**src/vsad_cfg.svh**
```systemverilog
// Constants for the slave address decoder: offsets, field positions, codes and reset values.
`ifndef VSAD_CFG_SVH
`define VSAD_CFG_SVH
`define VSAD_OFF_CTRL 8'h00
`define VSAD_OFF_BASE_HI 8'h04
`define VSAD_OFF_BASE_LO 8'h08
`define VSAD_OFF_SLOT 8'h0C
`define VSAD_OFF_STATUS 8'h10
`define VSAD_CTRL_REG_BASE_BIT 4
`define VSAD_CTRL_OUTBUF_BIT 0
`define VSAD_CTRL_RESET 32'h0000_0000
`define VSAD_BASE_RESET 8'h00
`define VSAD_SLOT_RESET 5'h00
`define VSAD_AM_A24_BLT_SUP 6'h3F
`define VSAD_AM_A24_DAT_SUP 6'h3D
`define VSAD_AM_A24_MBLT_SUP 6'h3C
`define VSAD_AM_A24_BLT_USR 6'h3B
`define VSAD_AM_A24_DAT_USR 6'h39
`define VSAD_AM_A24_MBLT_USR 6'h38
`define VSAD_AM_SLOT_SPACE 6'h2F
`define VSAD_AM_A32_BLT_SUP 6'h0F
`define VSAD_AM_A32_DAT_SUP 6'h0D
`define VSAD_AM_A32_MBLT_SUP 6'h0C
`define VSAD_AM_A32_BLT_USR 6'h0B
`define VSAD_AM_A32_DAT_USR 6'h09
`define VSAD_AM_A32_MBLT_USR 6'h08
`endif

```
**src/vsad_pkg.sv**
```systemverilog
// Types shared by the slave address decoder modules.
package vsad_pkg;
  typedef enum logic [2:0] {
    VSAD_SP_NONE,
    VSAD_SP_A24,
    VSAD_SP_A32,
    VSAD_SP_SLOT
  } vsad_space_t;
  typedef enum logic [1:0] {
    VSAD_XF_SINGLE,
    VSAD_XF_BLT,
    VSAD_XF_MBLT
  } vsad_xfer_t;
  typedef struct packed {
    logic [5:0] am;
    logic [31:0] addr;
    logic valid;
  } vsad_cycle_t;
  typedef struct packed {
    logic hit;
    vsad_space_t space;
    vsad_xfer_t xfer;
    logic [15:0] offset;
  } vsad_match_t;
endpackage

```
**src/vsad_addr_match.sv**
```systemverilog
// Compares a cycle address with the selected base or slot address.
`timescale 1ns/1ps
`include "vsad_cfg.svh"
module vsad_addr_match
  import vsad_pkg::*;
(
  input vsad_space_t space_i, // Recognised space.
  input wire logic [31:0] addr_i, // Cycle address.
  input wire logic [15:0] base_i, // Selected base bits A31..A16.
  input wire logic [4:0] slot_i, // Latched slot number.
  input wire logic slot_ok_i, // Slot lines exist on this variant.
  input wire logic outbuf_i, // Offset targets the output data buffer.
  output logic hit_o // Address is ours.
);
  // A24 ignores A31..A24; slot space also needs A18..A16 zero.
  always_comb begin
    hit_o = 1'b0;
    unique case (space_i)
      VSAD_SP_A24: hit_o = (addr_i[23:16] == base_i[7:0]);
      VSAD_SP_A32: hit_o = (addr_i[31:16] == base_i);
      VSAD_SP_SLOT: hit_o = slot_ok_i && !outbuf_i && (addr_i[23:19] == slot_i)
        && (addr_i[18:16] == 3'h0);
      VSAD_SP_NONE: hit_o = 1'b0;
      default: hit_o = 1'b0;
    endcase
  end
endmodule

```
**src/vsad_am_decode.sv**
```systemverilog
// Address-modifier classifier: address space and transfer kind.
`timescale 1ns/1ps
`include "vsad_cfg.svh"
module vsad_am_decode
  import vsad_pkg::*;
(
  input wire logic [5:0] am_i, // Address modifier code.
  output vsad_space_t space_o, // Recognised space.
  output vsad_xfer_t xfer_o // Transfer kind.
);
  // Any code not listed leaves the space at none.
  always_comb begin
    space_o = VSAD_SP_NONE;
    xfer_o = VSAD_XF_SINGLE;
    unique case (am_i)
      `VSAD_AM_A24_DAT_SUP, `VSAD_AM_A24_DAT_USR: space_o = VSAD_SP_A24;
      `VSAD_AM_A24_BLT_SUP, `VSAD_AM_A24_BLT_USR: begin
        space_o = VSAD_SP_A24;
        xfer_o = VSAD_XF_BLT;
      end
      `VSAD_AM_A24_MBLT_SUP, `VSAD_AM_A24_MBLT_USR: begin
        space_o = VSAD_SP_A24;
        xfer_o = VSAD_XF_MBLT;
      end
      `VSAD_AM_SLOT_SPACE: space_o = VSAD_SP_SLOT;
      `VSAD_AM_A32_DAT_SUP, `VSAD_AM_A32_DAT_USR: space_o = VSAD_SP_A32;
      `VSAD_AM_A32_BLT_SUP, `VSAD_AM_A32_BLT_USR: begin
        space_o = VSAD_SP_A32;
        xfer_o = VSAD_XF_BLT;
      end
      `VSAD_AM_A32_MBLT_SUP, `VSAD_AM_A32_MBLT_USR: begin
        space_o = VSAD_SP_A32;
        xfer_o = VSAD_XF_MBLT;
      end
      default: space_o = VSAD_SP_NONE;
    endcase
  end
endmodule

```
**src/vsad_top.sv**
```systemverilog
// Slave address decoder: APB control registers, base selection, slot latch and match.
// Operation
// - Accept A24 modifiers 3F, 3D, 3C, 3B, 39 and 38.
// - Accept A32 modifiers 0F, 0D, 0C, 0B, 09 and 08.
// - Slot-based accesses only with modifier 2F in A24 form.
// - Base selectable over upper address bits; low 16 bits are offset.
// - Control bit 4 clear selects rotary switches; resets clear.
// - Control bit 4 set selects the programmable base registers.
// - High base register gives A31..A24, low gives A23..A16.
// - Slot accesses reach all registers except the output data buffer.
// - Slot number latched from slot_id_lines at every reset.
// - Slot address: A23..A19 slot, A18..A16 zero, A15..A0 offset.
// - Without slot lines slot addressing is off; written value never matches.
// - Support single, block and 64-bit block transfers.
`timescale 1ns/1ps
`include "vsad_cfg.svh"
module vsad_top
  import vsad_pkg::*;
#(
  parameter int OUTBUF_LIMIT = 16'h1000 // Offsets below this are the output data buffer.
) (
  input wire logic sys_clk_i, // 50 MHz clock.
  input wire logic rst_n_i, // Asynchronous reset, active low.
  input wire logic psel, // APB select.
  input wire logic penable, // APB enable.
  input wire logic pwrite, // APB direction.
  input wire logic [7:0] paddr, // APB byte address.
  input wire logic [31:0] pwdata, // APB write data.
  output logic [31:0] prdata, // APB read data.
  output logic pready, // APB ready.
  output logic pslverr, // APB error on unmapped address.
  input wire logic [15:0] rotary_i, // Four rotary switches, A31..A16.
  input wire logic [4:0] slot_id_lines_i, // Backplane slot number.
  input wire logic aux_backplane_connector_i, // High when slot lines exist.
  input vsad_cycle_t cycle_i, // Bus cycle under decode.
  output vsad_match_t match_o, // Registered decode result.
  output logic dtack_en_o // Acknowledge may be given.
);
  // Refuse a limit that no 16-bit offset can reach, at elaboration.
  if (OUTBUF_LIMIT < 1 || OUTBUF_LIMIT > 32'h0000_FFFF) begin : g_bad_limit
    $error("OUTBUF_LIMIT out of range");
  end

  // Control reset word, kept whole so that one bit can be picked from it.
  localparam logic [31:0] CTRL_RESET = `VSAD_CTRL_RESET;

  typedef struct packed {
    logic reg_base;
    logic [7:0] base_hi;
    logic [7:0] base_lo;
    logic [4:0] slot_sw;
    logic [4:0] slot_hw;
    logic slot_hw_ok;
    logic capture;
    vsad_match_t match;
    logic [31:0] rdata;
  } vsad_state_t;

  vsad_state_t s_q;
  vsad_state_t s_d;
  vsad_space_t space;
  vsad_xfer_t xfer;
  logic hit;
  logic [15:0] base_sel;
  logic [4:0] slot_sel;
  logic outbuf;
  logic apb_acc;
  logic mapped;

  // Modifier classification.
  vsad_am_decode u_am (
    .am_i(cycle_i.am),
    .space_o(space),
    .xfer_o(xfer)
  );

  // Base source choice between switches and registers.
  assign base_sel = s_q.reg_base ? {s_q.base_hi, s_q.base_lo} : rotary_i;
  // Only the latched backplane slot steers matching, never the written copy.
  assign slot_sel = s_q.slot_hw;
  assign outbuf = ({16'h0000, cycle_i.addr[15:0]} < 32'(OUTBUF_LIMIT));

  // Address comparison.
  vsad_addr_match u_match (
    .space_i(space),
    .addr_i(cycle_i.addr),
    .base_i(base_sel),
    .slot_i(slot_sel),
    .slot_ok_i(s_q.slot_hw_ok),
    .outbuf_i(outbuf),
    .hit_o(hit)
  );

  // APB decode; answer in the first access cycle.
  assign apb_acc = psel && penable;
  assign pready = 1'b1;
  always_comb begin
    unique case (paddr)
      `VSAD_OFF_CTRL, `VSAD_OFF_BASE_HI, `VSAD_OFF_BASE_LO, `VSAD_OFF_SLOT, `VSAD_OFF_STATUS: mapped = 1'b1;
      default: mapped = 1'b0;
    endcase
  end
  assign pslverr = apb_acc && !mapped;
  assign prdata = s_q.rdata;

  // Next-state logic for all registers.
  always_comb begin
    s_d = s_q;
    s_d.capture = 1'b0;
    // Slot number is caught on the first edge after reset release.
    if (s_q.capture) begin
      s_d.slot_hw = slot_id_lines_i;
      s_d.slot_hw_ok = aux_backplane_connector_i;
    end
    // Register writes.
    if (psel && !penable && pwrite) begin
      s_d.rdata = 32'h0000_0000;
    end
    if (apb_acc && pwrite) begin
      unique case (paddr)
        `VSAD_OFF_CTRL: s_d.reg_base = pwdata[`VSAD_CTRL_REG_BASE_BIT];
        `VSAD_OFF_BASE_HI: s_d.base_hi = pwdata[7:0];
        `VSAD_OFF_BASE_LO: s_d.base_lo = pwdata[7:0];
        `VSAD_OFF_SLOT: begin
          if (!s_q.slot_hw_ok) begin
            s_d.slot_sw = pwdata[4:0];
          end
        end
        default: s_d.rdata = s_q.rdata;
      endcase
    end
    // Read data is prepared in the setup cycle.
    if (psel && !penable && !pwrite) begin
      unique case (paddr)
        `VSAD_OFF_CTRL: s_d.rdata = {27'h0, s_q.reg_base, 4'h0};
        `VSAD_OFF_BASE_HI: s_d.rdata = {24'h0, s_q.base_hi};
        `VSAD_OFF_BASE_LO: s_d.rdata = {24'h0, s_q.base_lo};
        `VSAD_OFF_SLOT: s_d.rdata = {27'h0, s_q.slot_hw_ok ? s_q.slot_hw : s_q.slot_sw};
        `VSAD_OFF_STATUS: s_d.rdata = {10'h0, s_q.slot_hw_ok, s_q.slot_hw, base_sel};
        default: s_d.rdata = 32'h0000_0000;
      endcase
    end
    // Registered decode of the current cycle.
    s_d.match.hit = cycle_i.valid && hit;
    s_d.match.space = space;
    s_d.match.xfer = xfer;
    s_d.match.offset = cycle_i.addr[15:0];
  end

  // State register.
  always_ff @(posedge sys_clk_i or negedge rst_n_i) begin
    if (!rst_n_i) begin
      s_q <= '0;
      s_q.reg_base <= CTRL_RESET[`VSAD_CTRL_REG_BASE_BIT];
      s_q.base_hi <= `VSAD_BASE_RESET;
      s_q.base_lo <= `VSAD_BASE_RESET;
      s_q.slot_sw <= `VSAD_SLOT_RESET;
      s_q.capture <= 1'b1;
    end else begin
      s_q <= s_d;
    end
  end

  assign match_o = s_q.match;
  assign dtack_en_o = s_q.match.hit;
endmodule

```
**config.mk**
```make
export PLATFORM = sky130hd
export DESIGN_NAME = vsad_top
export DESIGN_NICKNAME = d
export VERILOG_FILES = /design/src/vsad_pkg.sv /design/src/vsad_addr_match.sv /design/src/vsad_am_decode.sv /design/src/vsad_top.sv
export VERILOG_INCLUDE_DIRS = /design/src
export SDC_FILE = /design/constraint.sdc
export NUM_CORES = 1
export LEC_CHECK = 0
export BUFFER_PORTS_ARGS = -buffer_cell sky130_fd_sc_hd__buf_2
export CAP_MARGIN = 10
export CORE_MARGIN = 1
export CORE_UTILIZATION = 45
export CTS_CLUSTER_DIAMETER = 40
export DETAILED_ROUTE_END_ITERATION = 10
export GPL_ROUTABILITY_DRIVEN = 0
export GPL_TIMING_DRIVEN = 0
export PLACE_DENSITY = 0.75
export SYNTH_ARGS = -nofsm -noshare
export SYNTH_HDL_FRONTEND = slang
export SYNTH_SLANG_ARGS = --single-unit
```
**constraint.sdc**
```tcl
create_clock -name sys_clk_i -period 4.7 [get_ports sys_clk_i]
set_input_delay 0 -clock sys_clk_i [delete_from_list [all_inputs] [get_ports sys_clk_i]]
set_output_delay 0 -clock sys_clk_i [all_outputs]
set_load 0.01 [all_outputs]
```
==> flow_summary_export.csv <==
group,metric,value,unit
outcome,status,"finished, final reports clean",
routing,vias,3033,
layout,nets,623,
routing,wire_per_inst,14.9,um
setup_path,r2r_start,"s_q[82]",
global_route,grt_overflow_total,0,
global_route,track_usage,22.7,%
clock_tree,cts_tree,"done",
pwr,p_leak,0.00259,uW
timing,tns,0,ns
setup_path,crit_type,"flop to flop",
routing,ant_nets,0,
timing,fmax,409,MHz
clock_tree,cts-buffers-inserted,9,
pwr,power,1340,uW
pwr,switching_power,337,uW
setup_path,crit_path_max_fanout,10,
logic_synthesis,synthXorXnorAreaFrac,5.11,%
routing,drc,0,
timing,fin_hold_ws,0.0164,ns
routing,routed_wl,9370,um
timing,setup_slack,2.25,ns
logic_synthesis,synth.area.mux_share,14.7,%
pwr,p_per_area,259,mW/mm^2
floorplan,ios,163,
layout,multi_input_area,0.00152,sq mm
routing,avgViaCountPerCell,4.84,
clock_tree,clockRootBuffer,"clkbuf_8",
floorplan,start_util,46.1,%
setup_path,worstRegToRegCells,7,
worst_hold_path,min_from,"rotary_i[13]",
timing,slew_headroom,38.8,%
timing,final-hold-violation-count,0,
placement,place_inst,571,
placement,place.port_buffers,125,
logic_synthesis,synth_top_family_by_area,"multiplexers",
worst_hold_path,timing.hold.worst.class,"primary input to flop",
layout,diodes,0,
worst_hold_path,holdPathEnd,"prdata[13]",
logic_synthesis,async_reset_ff_share,100,%
logic_synthesis,avgSynthCellArea,11.4,sq um
floorplan,die_w,93.5,um
run,maxCapViolations,0,
clock_tree,clkSlewWorstSetupHoldPaths,0.08,ns
layout,fillers,694,
logic_synthesis,ys_seq_area_share,47.8,%
layout,instances_no_fill,627,
floorplan,die-area,0.00875,sq mm
global_route,grt_max_degree,73,
routing,firstDrtPassIters,4,
pwr,ir_worst_vdd,0.164,mV
timing,clock_skew,0.0105,ns
placement,hpwlAfterDp,6870,um
setup_path,startpoint_type,"flop",
floorplan,row_count,33,
pwr,p_clk_share,36.7,%
layout,layout.cells.most_common,"buf_2",
clock_tree,clock_latency,0.34,ns
logic_synthesis,netlist_area,0.00377,sq mm
pwr,combPwrFrac,14.9,%
layout,final_cell_mix,"buf_2, dfrtp_1, buf_4, dlygate4sd3_1, mux2_2",
clock_tree,ctsHtreeMaxLevel,3,
timing,grt_setup_unrepaired,"no",
logic_synthesis,ys_warn_count,0,
timing,min_period,2.45,ns
timing,slew_viol_final,0,
routing,drt_iter0_markers,122,
logic_synthesis,synth-seq-cells,72,
logic_synthesis,synthSimpleGateAreaFrac,10.7,%
setup_path,arrival,2.70,ns
pwr,pwr-share-seq,48.4,%
layout,syn_to_final_growth,37.1,%
pwr,p_sw_share,25.1,%
timing,setup_viol,0,
floorplan,die_h,93.5,um
logic_synthesis,syn_inst,330,
global_route,antenna_found_initial,0,
logic_synthesis,ys.flop_type,"dfrtp_1",
setup_path,worst_setup_path_end_kind,"flop",
global_route,grt_pass1_vias,3040,
pwr,p_int,1000,uW
clock_tree,postCtsSetupRepairBufs,0,
setup_path,cp.required,4.95,ns
layout,drive_above_1_share,46.2,%
logic_synthesis,synth_fa_ha_area_share,0,%
layout,seqCellArea,0.00180,sq mm
placement,pre_cts_ws,2.25,ns
worst_hold_path,holdPathStages,3,
clock_tree,clk_path_buf_depth,2,
timing,tightest_slew,0.918,ns
logic_synthesis,synth_edf_count,0,
floorplan,core_area,0.00818,sq mm
setup_path,r2r_slack,2.25,ns
clock_tree,cts_sinks,72,
setup_path,timing.rr.end,"dtack_en_o",
global_route,grt_pass1_wl,14800,um
logic_synthesis,synth.distinct_cells,50,
logic_synthesis,synth-compound-area-share,8.53,%
timing,period_share,52.0,%
metrics by stage:
step	utilization (%)	area, sq um
final	63.2	5170
after detailed placement	55.9	4570
after floorplan	-	3810
after global routing	63.2	5170
after CTS	63.2	5170
after global placement	55.9	4570
sequential cells by signal, indices dropped and copies added (netlist names):
register / count
match_o: 20
slot_sel: 5
dtack_en_o: 1
prdata: 22
s_q: 24
final cells by class:
type / instances / share of cell area [%]
Buffer: 69 / 9.27
Timing Repair Buffer: 165 / 19.9
Inverter: 2 / 0.145
Multi-Input combinational cell: 198 / 29.4
Sequential cell: 72 / 34.9
Clock buffer: 11 / 2.74
Clock inverter: 5 / 1.09
Tap cell: 105 / 2.54
synthesized netlist by cell type, types with 2 or more instances:
library cell,n,area share (%)
dfrtp_1,71,47
buf_4,55,11
mux2_2,24,7.2
nand2_1,23,2.3
mux2i_1,21,5.6
xnor2_1,19,4.4
o21ai_0,16,2.1
clkbuf_1,8,0.80
a22o_1,7,1.6
a21oi_1,6,0.80
buf_2,5,0.66
mux2_4,5,2.0
nor2b_1,5,0.83
nor3_1,5,0.66
nand2b_1,4,0.66
nor2_1,4,0.40
nor4_1,4,0.66
a222oi_1,3,0.80
nand3b_1,3,0.60
xor2_1,3,0.70
a221oi_1,2,0.46
a22oi_1,2,0.40
a31oi_1,2,0.33
conb_1,2,0.20
inv_1,2,0.20
nand3_1,2,0.27
nor3_2,2,0.53
nor4b_1,2,0.46
o31a_1,2,0.46
power by group through the flow:
| stage | sequential [uW] | clock, uW | combinational (uW) |
|---|---|---|---|
| after detailed placement | 661 | 0 | 175 |
| final | 648 | 492 | 200 |
| after floorplan | 657 | 0 | 94.7 |
| after CTS | 648 | 504 | 200 |
| after global placement | 660 | 0 | 171 |
| after global routing | 650 | 528 | 220 |
worst max-delay path, cell delays in order, from the launching register on:
cell and delay (ns):
dfrtp_1 0.33, clkbuf_1 0.48, buf_2 0.43, mux2i_1 0.34, xnor2_1 0.11, nor4_1 0.31, a31oi_1 0.15, nor3b_1 0.20
worst max-delay path by stage:
stage	start	end	slack, ns	depth (start not counted)
5_1_grt	s_q[82]	dtack_en_o	2.01	7
4_1_cts	s_q[82]	dtack_en_o	2.22	7
3_3_place_gp	s_q[82]	dtack_en_o	2.21	7
3_5_place_dp	s_q[82]	dtack_en_o	2.25	7
6_report	s_q[82]	dtack_en_o	2.25	7
2_1_floorplan	s_q[82]	dtack_en_o	2.85	7
per-layer routing:
layer / global-route usage [%] / share of wire, %
met5: 0 / 0
met3: 4.96 / 5.6
met2: 37.9 / 50
met4: 8.97 / 1.7
met1: 28.5 / 43
kinds of logic (layout without fill, tap and decap cells):
family	Yosys count	in the layout
buffers and inverters	71	252
xor gates and xnor gates	22	22
other	2	13
AOI/OAI and AO/OA	46	46
muxes	50	50
DFF	72	72
and+or+nand+nor	67	67
repair_timing:
item | 4_1_cts | 5_1_grt
gates resized for setup | 0 | 0
hold buffers | 40 | 0
endpoints found under the hold margin | 120 | 0
Note: power is estimated with default switching activity, not from simulation.
